[config.mk]
export PLATFORM = sky130hd
export DESIGN_NAME = tcsd_decoder
export DESIGN_NICKNAME = d
export VERILOG_FILES = /design/src/rtl/tcsd_pkg.sv /design/src/rtl/tcsd_lane_if.sv /design/src/rtl/tcsd_texel_core.sv /design/src/rtl/tcsd_widen.sv /design/src/rtl/tcsd_decoder.sv
export VERILOG_INCLUDE_DIRS = /design/src /design/src/rtl
export SDC_FILE = /design/constraint.sdc
export NUM_CORES = 1
export LEC_CHECK = 0
export ABC_AREA = 1
export BUFFER_PORTS_ARGS = -buffer_cell sky130_fd_sc_hd__buf_4
export CAP_MARGIN = 0
export CORE_MARGIN = 2
export CORE_UTILIZATION = 30
export DETAILED_ROUTE_END_ITERATION = 7
export PLACE_DENSITY = 0.48
export REMOVE_ABC_BUFFERS = 1
export SLEW_MARGIN = 20
export SYNTH_ARGS = -nofsm -noshare
export SYNTH_HDL_FRONTEND = slang
export SYNTH_HIERARCHICAL = 1
export SYNTH_SLANG_ARGS = --single-unit
export TNS_END_PERCENT = 5
[constraint.sdc]
create_clock -name clk_sys -period 24 [get_ports clk_sys]
set_input_delay 4.8 -clock clk_sys [delete_from_list [all_inputs] [get_ports clk_sys]]
set_output_delay 4.8 -clock clk_sys [all_outputs]
set_load 0.01 [all_outputs]
[src/rtl/tcsd_cfg.svh]
// field positions, limits and reset values of the texel block decoder
`ifndef TCSD_CFG_SVH
`define TCSD_CFG_SVH
`define TCSD_BASE_MSB 63
`define TCSD_BASE_LSB 56
`define TCSD_MULT_MSB 55
`define TCSD_MULT_LSB 52
`define TCSD_TABLE_MSB 51
`define TCSD_TABLE_LSB 48
`define TCSD_INDEX_MSB 47
`define TCSD_INDEX_LSB 45
`define TCSD_INDEX_STEP 6'h03
`define TCSD_SCALE_SHIFT 3
`define TCSD_ROUND_BITS 3'h4
`define TCSD_BASE_FORBID 8'h80
`define TCSD_BASE_SUBST 14'sh3f81
`define TCSD_SIGNED_MAX 14'sh03ff
`define TCSD_SIGNED_MIN 14'sh3c01
`define TCSD_UNSIGNED_MAX 14'sh07ff
`define TCSD_UNSIGNED_MIN 14'sh0000
`define TCSD_SUM_W 14
`define TCSD_NARROW_RST 11'h000
`endif

[src/rtl/tcsd_pkg.sv]
// types and shared decode functions of the texel block decoder
`include "tcsd_cfg.svh"
package tcsd_pkg;
	// block format requested by the sampling pipeline
	typedef enum logic [1:0] {
		one_channel_unsigned_format = 2'h0,
		one_channel_signed_format = 2'h1,
		two_channel_unsigned_format = 2'h2,
		two_channel_signed_format = 2'h3
	} tcsd_format_t;
	// sequencer states of the top module
	typedef enum logic [1:0] {st_idle, st_calc, st_load, st_resp} tcsd_state_t;
	// sixteen block bytes, element i is the byte at address offset i
	typedef logic [15:0][7:0] tcsd_block_t;
	typedef logic signed [`TCSD_SUM_W-1:0] tcsd_sum_t;
	// negative magnitudes of the sixteen tables, entry 0 leftmost nibble
	// selector 13 sits third in the list: -1 -2 -3 -10 0 1 2 9
	localparam logic [15:0][15:0] TCSD_MAGS = {
		16'h3579, 16'h4689, 16'h123a, 16'h347a,
		16'h257a, 16'h248a, 16'h258a, 16'h268a,
		16'h358b, 16'h478b, 16'h379b, 16'h368c,
		16'h246d, 16'h258d, 16'h37ad, 16'h369f};
	// table entry: low half is -m, high half mirrors it as m-1
	function automatic logic signed [4:0] tcsd_modifier(
		input logic [3:0] sel, input logic [2:0] idx);
		logic [15:0] row;
		logic [3:0] mag;
		row = TCSD_MAGS[sel];
		mag = row[{~idx[1:0], 2'h0} +: 4];
		if (idx[2]) begin
			return 5'($signed({1'b0, mag}) - 5'sh01);
		end
		return 5'(-$signed({1'b0, mag}));
	endfunction
	// index of texel n sits at bits 47-3n .. 45-3n, msb first
	function automatic logic [2:0] tcsd_texel_index(
		input logic [63:0] word, input logic [3:0] texel);
		logic [47:0] bits;
		bits = word[`TCSD_INDEX_MSB:0] << (`TCSD_INDEX_STEP * {2'h0, texel});
		return bits[`TCSD_INDEX_MSB:`TCSD_INDEX_LSB];
	endfunction
	// saturate the wide sum to the format's 11-bit range
	function automatic logic [10:0] tcsd_eleven_bit_saturate(
		input tcsd_sum_t sum, input logic is_signed);
		tcsd_sum_t lo;
		tcsd_sum_t hi;
		lo = is_signed ? `TCSD_SIGNED_MIN : `TCSD_UNSIGNED_MIN;
		hi = is_signed ? `TCSD_SIGNED_MAX : `TCSD_UNSIGNED_MAX;
		if (sum < lo) begin
			return 11'(lo);
		end
		if (sum > hi) begin
			return 11'(hi);
		end
		return 11'(sum);
	endfunction
	function automatic logic tcsd_fmt_signed(input tcsd_format_t f);
		return f[0];
	endfunction
	function automatic logic tcsd_fmt_dual(input tcsd_format_t f);
		return f[1];
	endfunction
endpackage

[src/rtl/tcsd_lane_if.sv]
// one decode lane: block word and texel in, narrow and widened value out
`timescale 1ns/1ns
`default_nettype none
interface tcsd_lane_if;
	logic [63:0] word; // assembled 64-bit block word
	logic [3:0] texel; // texel position 0..15
	logic is_signed; // signed arithmetic, one- or two-channel formats
	logic [10:0] narrow; // registered 11-bit result
	logic [15:0] wide16; // widened copy, 16 bits
	logic [31:0] wide32; // widened copy, 32 bits
	modport core (input word, texel, is_signed, output narrow);
	modport widen (input is_signed, narrow, output wide16, wide32);
	modport owner (output word, texel, is_signed, input narrow, wide16, wide32);
endinterface
`default_nettype wire

[src/rtl/tcsd_texel_core.sv]
// one-word texel decoder shared by the signed and unsigned paths
`timescale 1ns/1ns
`default_nettype none
`include "tcsd_cfg.svh"
module tcsd_texel_core (
	// clock and reset
	input wire logic clk_sys,
	input wire logic rst,
	// lane
	tcsd_lane_if.core lane
);
	import tcsd_pkg::*;
	typedef struct packed {
		logic [10:0] narrow;
	} tcsd_core_t;
	tcsd_core_t cur; // registered result
	tcsd_core_t next_cur;
	tcsd_sum_t base_s; // scaled base
	tcsd_sum_t term_s; // scaled modifier term
	logic signed [4:0] mod; // table entry
	logic signed [9:0] prod; // modifier times multiplier
	logic [7:0] code;
	logic [3:0] mult;
	// one datapath for both formats, only base decode (sign, -128 pin, offset) and limits differ
	always_comb begin
		next_cur = cur;
		code = lane.word[`TCSD_BASE_MSB:`TCSD_BASE_LSB];
		mult = lane.word[`TCSD_MULT_MSB:`TCSD_MULT_LSB];
		mod = tcsd_modifier(lane.word[`TCSD_TABLE_MSB:`TCSD_TABLE_LSB],
			tcsd_texel_index(lane.word, lane.texel));
		if (lane.is_signed) begin
			// -128 would reach past -1.0, so it is pinned to -127
			base_s = (code == `TCSD_BASE_FORBID) ? `TCSD_BASE_SUBST :
				14'($signed(code));
			base_s = base_s <<< `TCSD_SCALE_SHIFT;
		end else begin
			// rounding offset comes free as the low three bits
			base_s = $signed({3'h0, code, `TCSD_ROUND_BITS});
		end
		prod = mod * $signed({1'b0, mult});
		if (mult == 4'h0) begin
			term_s = 14'(mod);
		end else begin
			term_s = 14'(prod) <<< `TCSD_SCALE_SHIFT;
		end
		next_cur.narrow = tcsd_eleven_bit_saturate(base_s + term_s,
			lane.is_signed);
	end
	// result register
	always_ff @(posedge clk_sys) begin
		if (rst) begin
			cur <= '{narrow: `TCSD_NARROW_RST};
		end else begin
			cur <= next_cur;
		end
	end
	assign lane.narrow = cur.narrow;
endmodule // tcsd_texel_core
`default_nettype wire

[src/rtl/tcsd_widen.sv]
// sign-aware bit replication of an 11-bit result to 16 and 32 bits
`timescale 1ns/1ns
`default_nettype none
module tcsd_widen (
	// lane
	tcsd_lane_if.widen lane
);
	logic neg; // negative signed value
	logic [10:0] mag; // magnitude that gets replicated
	logic [15:0] m16;
	logic [31:0] m32;
	// replicating a negative code directly gives wrong levels
	always_comb begin
		neg = lane.is_signed & lane.narrow[10];
		mag = neg ? 11'(-lane.narrow) : lane.narrow;
		if (lane.is_signed) begin
			m16 = {1'b0, mag[9:0], mag[9:5]};
			m32 = {1'b0, mag[9:0], mag[9:0], mag[9:0], mag[9]};
		end else begin
			m16 = {mag, mag[10:6]};
			m32 = {mag, mag, mag[10:1]};
		end
		lane.wide16 = neg ? 16'(-m16) : m16;
		lane.wide32 = neg ? 32'(-m32) : m32;
	end
endmodule // tcsd_widen
`default_nettype wire

[src/rtl/tcsd_decoder.sv]
// texel block decoder top: request handshake, byte order, two lanes
`timescale 1ns/1ns
`default_nettype none
module tcsd_decoder (
	// clock and reset
	input wire logic clk_sys,
	input wire logic rst,
	// request from the sampling pipeline
	input wire logic req_valid,
	output logic req_ready,
	input wire tcsd_pkg::tcsd_block_t req_block,
	input wire tcsd_pkg::tcsd_format_t req_format,
	input wire logic [3:0] req_texel,
	// decoded answer
	input wire logic rsp_ready,
	output logic rsp_valid,
	output logic [10:0] rsp_red_narrow,
	output logic [10:0] rsp_green_narrow,
	output logic [15:0] rsp_red_wide16,
	output logic [15:0] rsp_green_wide16,
	output logic [31:0] rsp_red_wide32,
	output logic [31:0] rsp_green_wide32
);
	import tcsd_pkg::*;

	// whole state of the top in one record
	typedef struct packed {
		tcsd_state_t state; // sequencer
		logic req_ready; // open for a request
		logic rsp_valid; // answer on the outputs
		tcsd_format_t fmt; // latched block format
		logic [3:0] texel; // latched texel position
		logic [63:0] word0; // first block word, red
		logic [63:0] word1; // second block word, green
		logic [10:0] red_n;
		logic [10:0] green_n;
		logic [15:0] red_w16;
		logic [15:0] green_w16;
		logic [31:0] red_w32;
		logic [31:0] green_w32;
	} tcsd_top_t;

	tcsd_top_t r; // registered state
	tcsd_top_t next_r; // next state

	// two lanes so both channels of a block finish together
	tcsd_lane_if red_lane();
	tcsd_lane_if green_lane();

	// lane inputs come straight from latched state, so they hold still
	// for the whole decode and the cores need no enable
	assign red_lane.word = r.word0;
	assign red_lane.texel = r.texel;
	assign red_lane.is_signed = tcsd_fmt_signed(r.fmt);
	assign green_lane.word = r.word1;
	assign green_lane.texel = r.texel;
	assign green_lane.is_signed = tcsd_fmt_signed(r.fmt);

	// red channel decoder
	tcsd_texel_core u_red_core (
		.clk_sys(clk_sys),
		.rst(rst),
		.lane(red_lane)
	);
	// green channel decoder, idle work for one-channel blocks
	tcsd_texel_core u_green_core (
		.clk_sys(clk_sys),
		.rst(rst),
		.lane(green_lane)
	);
	// widening of the registered red result
	tcsd_widen u_red_widen (
		.lane(red_lane)
	);
	// widening of the registered green result
	tcsd_widen u_green_widen (
		.lane(green_lane)
	);

	// sequencer: accept, let the cores settle, load outputs, hold
	always_comb begin
		next_r = r;
		case (r.state)
			st_idle: begin
				next_r.req_ready = 1'b1;
				if (req_valid && r.req_ready) begin
					// format and texel travel with the block
					next_r.fmt = req_format;
					next_r.texel = req_texel;
					// lowest address lands in the top byte of each word
					for (int i = 0; i < 8; i++) begin
						next_r.word0[8 * (7 - i) +: 8] = req_block[i];
						next_r.word1[8 * (7 - i) +: 8] = req_block[i + 8];
					end
					next_r.req_ready = 1'b0;
					next_r.state = st_calc;
				end
			end
			st_calc: begin
				// cores register their result on this edge
				next_r.state = st_load;
			end
			st_load: begin
				next_r.red_n = red_lane.narrow;
				next_r.red_w16 = red_lane.wide16;
				next_r.red_w32 = red_lane.wide32;
				if (tcsd_fmt_dual(r.fmt)) begin
					next_r.green_n = green_lane.narrow;
					next_r.green_w16 = green_lane.wide16;
					next_r.green_w32 = green_lane.wide32;
				end else begin
					// one-channel blocks carry no green data
					next_r.green_n = 11'h000;
					next_r.green_w16 = 16'h0000;
					next_r.green_w32 = 32'h00000000;
				end
				next_r.rsp_valid = 1'b1;
				next_r.state = st_resp;
			end
			st_resp: begin
				// answer holds until the pipeline takes it
				if (rsp_ready) begin
					next_r.rsp_valid = 1'b0;
					next_r.req_ready = 1'b1;
					next_r.state = st_idle;
				end
			end
			default: begin
				next_r.state = st_idle;
			end
		endcase
	end

	// state register, everything cleared on reset
	always_ff @(posedge clk_sys) begin
		if (rst) begin
			r <= '0;
		end else begin
			r <= next_r;
		end
	end

	// every output comes straight from the state record
	assign req_ready = r.req_ready;
	assign rsp_valid = r.rsp_valid;
	assign rsp_red_narrow = r.red_n;
	assign rsp_green_narrow = r.green_n;
	assign rsp_red_wide16 = r.red_w16;
	assign rsp_green_wide16 = r.green_w16;
	assign rsp_red_wide32 = r.red_w32;
	assign rsp_green_wide32 = r.green_w32;

	// helper views of the latched red word
	logic [15:0] red_head; // base, multiplier and table fields
	logic [2:0] red_idx; // index of the latched texel
	logic calc_signed; // signed decode in progress
	logic calc_unsigned; // unsigned decode in progress
	assign red_head = r.word0[63:48];
	assign red_idx = tcsd_texel_index(r.word0, r.texel);
	assign calc_signed = (r.state == st_calc) && tcsd_fmt_signed(r.fmt);
	assign calc_unsigned = (r.state == st_calc) && !tcsd_fmt_signed(r.fmt);
endmodule // tcsd_decoder
`default_nettype wire

==> out/qor.csv, run 1 <==
metric,value,unit
number of vias in the routed layout,19600,
detailed-route vias per instance,4.66,
type of the worst setup path,reg -> reg,
unrepaired setup endpoints after global routing,false,
Filler Cells Inserted,7672,
clock root buffer master,clkbuf_16,
number of levels in the clock H-tree,2,
number of different library cells in the post-synthesis netlist,56,
number of gates resized after CTS,0,
maximum clock rate,0.102,GHz
Least-Margin Pin Slew,1.09,ns
"antenna viol nets, final",0,
standard-cell row count,96,
GR met2 Demand/Resource,27.0,%
Worst Skew,0.0278,ns
power per standard cell area,168,nW/um^2
setup total negative slack,0,ns
Max Cap Violations,0,
1st-iter DRT viols,1175,
Critical Path AT,10.25,ns
starting density of the core,30.3,%
total power,3.95,mW
maximum net fanout on the critical path,52,
post-synthesis average cell area,6.44,sq um
Yosys warning count,6,
final weighted congestion in routability-driven placement,0.862,
IO buf count,257,
gate count of the mapped netlist,3224,
final slew viol count,0,
overall global routing resource usage,16.7,%
Startpoint Class,flip-flop,
Syn-to-layout area delta,12.9,%
Slowest Stage Delay on Critical Path,0.99,ns
DIE AREA,71300,sq um
Slew HR,27.0,%
Final Cell Area,23400,sq um
"crit path setup slack, layout",14.23,ns
total CTS buffers,36,
"count leader, synth",nand2_1,
met1 Usage GRT,23.2,%
layer carrying the most global-route usage,met2,
drt first pass iters,7,
nets@finish,3517,
number of antenna violations at the first check in global routing,0,
total length of routed wires,60600,um
post-CTS setup repair buffer count,0,
share of Yosys cell area claimed by the top area cell type,26.8,%
number of synthesized flops with an enable pin,0,
number of cells in the design after placement,4143,
first-pass GRT wire length,97700,um
die height,267,um
Max clock buf depth,3,
final hold violations,0,
DP Wirelength,44300,um
Util after Layout,34.2,%
met3 Resource Use GR,2.06,%
Worst path most repeated cell,inv_1,
worst path required time,24.48,ns
share of layout cells above drive strength 1,14.4,%
average wire per standard cell,14.4,um
total I/O pin count,258,
Pleak,11.5,nW
clock latency on the worst-skew pair,0.56,ns
Core Area,68600,sq um
number of buffer and inverter instances along the worst setup path,10,
number of sinks driven by the clock tree,278,
Crit path max-delay family,adder cells,
clock input transition at the sequential cells of the worst setup and hold paths,0.07,ns
cell taking the most area after synthesis,dfxtp_1,
minimum clock period,9.77,ns
most frequent cells after synthesis,"688 x nand2_1, 523 x nor2_1, 353 x nand3_1, 278 x dfxtp_1, 262 x inv_1",
post-synthesis instance area,20800,sq um
instance area at placement,22200,sq um
Post-route DRC,0,
category of the worst setup path capture point,flip-flop,
proportion of synthesized chip area in sequential cells,26.8,%
dominant cells by area after synthesis,"dfxtp_1 27%, nand2_1 12%, nor2_1 9.5%, nand3_1 8.5%, ha_1 6.2%",
pre-CTS setup slack,14.32,ns
pin count of the biggest net entering global routing,86,
clock tree from TritonCTS,yes,
most instantiated flip-flop cell in the synthesis netlist,dfxtp_1,
fraction of registers with async set/reset,0,%
worst slack on hold paths,0.465,ns
final worst path period share,40.7,%
Die W,267,um
number of register bits inferred by synthesis,278,
total gr overflow,0,
vias in the first global route,18400,
post-layout instance count excluding filler cells,4207,
Tightest Hold Check Type,reg -> reg,
number of endpoints failing setup at the final stage,0,
Worst IR Drop VDD,85.0,uV
Hold Buf Count CTS,0,
"slowest stage cell, crit path",fa_1,
status,completed,
[final cells by class]
class / instances / area, sq um / area share (%)
diodes: 1 / 2.50 / 0.0107
clock buffers: 49 / 1040 / 4.44
clock inverters: 14 / 214 / 0.913
inverters: 301 / 1150 / 4.91
multi-input cells: 2365 / 12300 / 52.4
flip-flops and latches: 278 / 5570 / 23.8
well taps: 931 / 1160 / 4.97
repair buffers: 268 / 2010 / 8.58
[kinds of logic (layout without fill, tap and decap cells)]
kind of cell	Yosys count	after routing	share of synthesized area, %
AOI/OAI and AO/OA	489	489	12.7
and+or+nand+nor	1690	1690	35.1
other	0	1	0
adders and majority gates	129	129	8.71
xor gates and xnor gates	57	57	2.60
buffers and inverters	581	632	14.1
DFF	278	278	26.8
[flip-flops by register name, summed over array words and instances, names as in the netlist]
| register | count |
|---|---|
| green_lane.word | 64 |
| red_lane.word | 64 |
| rsp_green_wide32 | 32 |
| rsp_red_wide32 | 32 |
| rsp_green_wide16 | 16 |
| rsp_red_wide16 | 16 |
| rsp_green_narrow | 11 |
| rsp_red_narrow | 11 |
| u_green_core/lane.narrow | 11 |
| u_red_core/lane.narrow | 11 |
| green_lane.texel | 4 |
| r | 3 |
| green_lane.is_signed | 1 |
| req_ready | 1 |
| rsp_valid | 1 |
[tightest hold or removal path: cells and delay by family, from the launching register on]
| family | cells | cell delay [ns] |
|---|---|---|
| DFF | 1 | 0.31 |
| and+or+nand+nor | 1 | 0.06 |
| AOI/OAI and AO/OA | 1 | 0.05 |
[where the power goes]
part           switching, mW  leakage (nW)  internal [mW]
clock                  0.224         0.615          0.350
combinational           1.75          8.63          0.924
sequential             0.117          2.27          0.580
total                   2.09          11.5           1.85
[placed cells by master (no fill, tap or decap), types with 15 or more instances in the layout]
master / Yosys / final
ha_1: 103 / 101
nand3_1: 353 / 353
o21ai_0: 224 / 224
clkbuf_16: 0 / 37
dfxtp_1: 278 / 275
nand2_1: 688 / 688
buf_4: 134 / 268
nand3_2: 17 / 17
xor2_1: 42 / 42
inv_2: 33 / 30
nand2_2: 32 / 32
o211ai_1: 15 / 15
a21oi_1: 132 / 132
nand2_4: 16 / 16
inv_1: 262 / 262
nor2_1: 523 / 523
nor3_1: 16 / 16
o21ai_1: 68 / 68
fa_1: 26 / 26
[final timing paths]
check | startpoint | endpoint | slack [ns] | cells after the start
setup / recovery | green_lane.texel[0] | u_red_core/lane.narrow[10] | 14.23 | 47
hold / removal | rsp_green_wide32[3] | rsp_green_wide32[3] | 0.46 | 2
setup reg to reg | green_lane.texel[0] | u_red_core/lane.narrow[10] | 14.23 | 47
hold reg to reg | rsp_green_wide32[3] | rsp_green_wide32[3] | 0.46 | 2
[metal layers]
metal	wire length [um]	part of all wire, %
met1	29700	49
met2	26900	44
met3	2440	4.0
met4	1470	2.4
met5	0	0
(Power assumes the default switching activity.)
==> run 2: changes to the inputs <==
==> constraint.sdc (replaced) <==
create_clock -name clk_sys -period 9.5 [get_ports clk_sys]
set_input_delay 1.9 -clock clk_sys [delete_from_list [all_inputs] [get_ports clk_sys]]
set_output_delay 1.9 -clock clk_sys [all_outputs]
set_load 0.01 [all_outputs]
==> run 2 against run 1 <==
Effect of this change: first-iteration DRC count decreased by 6.0%; clock skew decreased by 0.0069 ns; non-clock buffer count increased by 4; register-to-register slack got worse by 13 ns; combinational power increased to 2.5 times the previous value; largest power group unchanged; maximum frequency increased by 14%.
==> out/qor.csv, run 2 (same netlist as run 1, synthesis figures left out) <==
metric,value,unit,change
"commonest non-fill, non-tap cells in the layout","688 x nand2_1, 523 x nor2_1, 353 x nand3_1",,unchanged
Startpoint Class,flip-flop,,unchanged
Max clock buf depth,3,,unchanged
Max Cap Violations,0,,unchanged
Slew HR,32.2,%,was 27.0%
final slew viol count,0,,unchanged
drt first pass iters,6,,was 7
Worst path most repeated cell,inv_1,,unchanged
worst slack on hold paths,0.463,ns,was 0.465 ns
setup total negative slack,0,ns,unchanged
post-CTS setup repair buffer count,0,,unchanged
maximum net fanout on the critical path,27,,was 52
reg-to-reg critical path endpoint,u_green_core/lane.narrow[10],,was u_red_core/lane.narrow[10]
Hold Buf Count CTS,0,,unchanged
instance area at placement,22200,sq um,about the same
Tightest Hold Check Type,reg -> reg,,unchanged
number of cells in the design after placement,4147,,was 4143
status,completed,,unchanged
DIE AREA,71300,sq um,unchanged
starting density of the core,30.3,%,unchanged
"slowest stage cell, crit path",dfxtp_4,,was fa_1
RR Startpoint,green_lane.texel[0],,unchanged
number of endpoints failing setup at the final stage,0,,unchanged
unrepaired setup endpoints after global routing,false,,unchanged
Slowest Stage Delay on Critical Path,0.52,ns,was 0.99 ns
clock input transition at the sequential cells of the worst setup and hold paths,0.05,ns,was 0.07 ns
Die W,267,um,unchanged
maximum clock rate,0.116,GHz,was 0.102 GHz
total CTS buffers,35,,was 36
minimum clock period,8.60,ns,was 9.77 ns
clock root buffer master,clkbuf_16,,unchanged
total gr overflow,0,,unchanged
1st-iter DRT viols,1105,,was 1175
number of gates resized after CTS,0,,unchanged
total I/O pin count,258,,unchanged
final hold violations,0,,unchanged
Syn-to-layout area delta,12.3,%,was 12.9%
Post-route DRC,0,,unchanged
Critical Path AT,9.08,ns,was 10.25 ns
final weighted congestion in routability-driven placement,0.875,,was 0.862
vias in the first global route,19000,,was 18400
average wire per standard cell,14.5,um,was 14.4 um
type of the worst setup path,reg -> reg,,unchanged
Worst IR Drop VDD,227,uV,was 85.0 uV
detailed-route vias per instance,4.67,,was 4.66
worst path required time,9.98,ns,was 24.48 ns
Least-Margin Pin Slew,1.02,ns,was 1.09 ns
power per standard cell area,421,nW/um^2,was 168 nW/um^2
Util after Layout,34.0,%,was 34.2%
"antenna viol nets, final",0,,unchanged
IO buf count,257,,unchanged
Final Cell Area,23300,sq um,was 23400 sq um
start point of the critical path,green_lane.texel[0],,unchanged
Core Area,68600,sq um,unchanged
number of sinks driven by the clock tree,278,,unchanged
most common library cell in the layout ignoring fill and taps,nand2_1,,unchanged
Pleak,11.5,nW,about the same
number of levels in the clock H-tree,2,,unchanged
"crit path setup slack, layout",0.903,ns,was 14.23 ns
share of layout cells above drive strength 1,14.3,%,was 14.4%
end point of the critical path,u_green_core/lane.narrow[10],,was u_red_core/lane.narrow[10]
standard-cell row count,96,,unchanged
first-pass GRT wire length,99900,um,was 97700 um
post-layout instance count excluding filler cells,4207,,unchanged
Worst Skew,0.0208,ns,was 0.0278 ns
worst reg2reg path depth,54,,was 47
total length of routed wires,61000,um,was 60600 um
die height,267,um,unchanged
nets@finish,3520,,was 3517
pin count of the biggest net entering global routing,103,,was 86
Filler Cells Inserted,7758,,was 7672
overall global routing resource usage,17.0,%,was 16.7%
pre-CTS setup slack,0.799,ns,was 14.32 ns
clock latency on the worst-skew pair,0.56,ns,about the same
final worst path period share,90.5,%,was 40.7%
total power,9.82,mW,was 3.95 mW
number of antenna violations at the first check in global routing,0,,unchanged
category of the worst setup path capture point,flip-flop,,unchanged
Register-to-Register Setup Slack,0.90,ns,was 14.23 ns
number of vias in the routed layout,19600,,about the same
clock tree from TritonCTS,yes,,unchanged
DP Wirelength,45000,um,was 44300 um
run 2: cell count changes in the layout (fill, tap and decap cells not counted), sizes merged:
cell / change
bufinv: -4
clkinvlp: +2
inv: -2
clkbuf: -4
clkinv: +3
buf: +4
diode: +1
run 2: final cells by class:
class                           instances  area, sq um  share of cell area, %
Timing Repair Buffer                  272         2040                   8.75
Sequential cell                       278         5570                   23.9
Tap cell                              931         1160                   4.99
Inverter                              301         1150                   4.94
Clock inverter                         13          116                  0.499
Multi-Input combinational cell       2365        12300                   52.7
Clock buffer                           45          975                   4.18
Antenna cell                            2         5.00                 0.0215
run 2: metal layers:
layer	vias to the layer above	global-route usage, %	part of all wire, %
met5	-	0	0
met4	0	4.69	2.4
met3	70	2.06	3.8
met2	356	27.8	45
met1	8885	23.6	49
li1	10300	-	-
run 2: power breakdown:
group,switching [mW],internal (mW)
sequential,0.298,1.47
clock,0.547,0.730
combinational,4.43,2.35
run 2: critical path, delay by kind of cell, from the launching register on:
family                     cells  cell delay, ns
and+or+nand+nor               23            2.41
DFF                            1            0.52
buffers and inverters         12            1.11
xor gates and xnor gates       2            0.37
AOI/OAI and AO/OA              8            1.08
adders and majority gates      9            3.04
run 2: how the worst min path moves through the flow:
stage                               startpoint                    to  slack [ns]  cells past startpoint
after floorplan              red_lane.word[13]     red_lane.word[13]        0.46                      2
after global placement    rsp_green_wide32[18]  rsp_green_wide32[18]        0.46                      2
after detailed placement   rsp_green_wide32[7]   rsp_green_wide32[7]        0.46                      2
after CTS                  rsp_green_wide32[7]   rsp_green_wide32[7]        0.47                      2
after global routing       rsp_green_wide32[7]   rsp_green_wide32[7]        0.48                      2
final                      rsp_green_wide32[7]   rsp_green_wide32[7]        0.46                      2
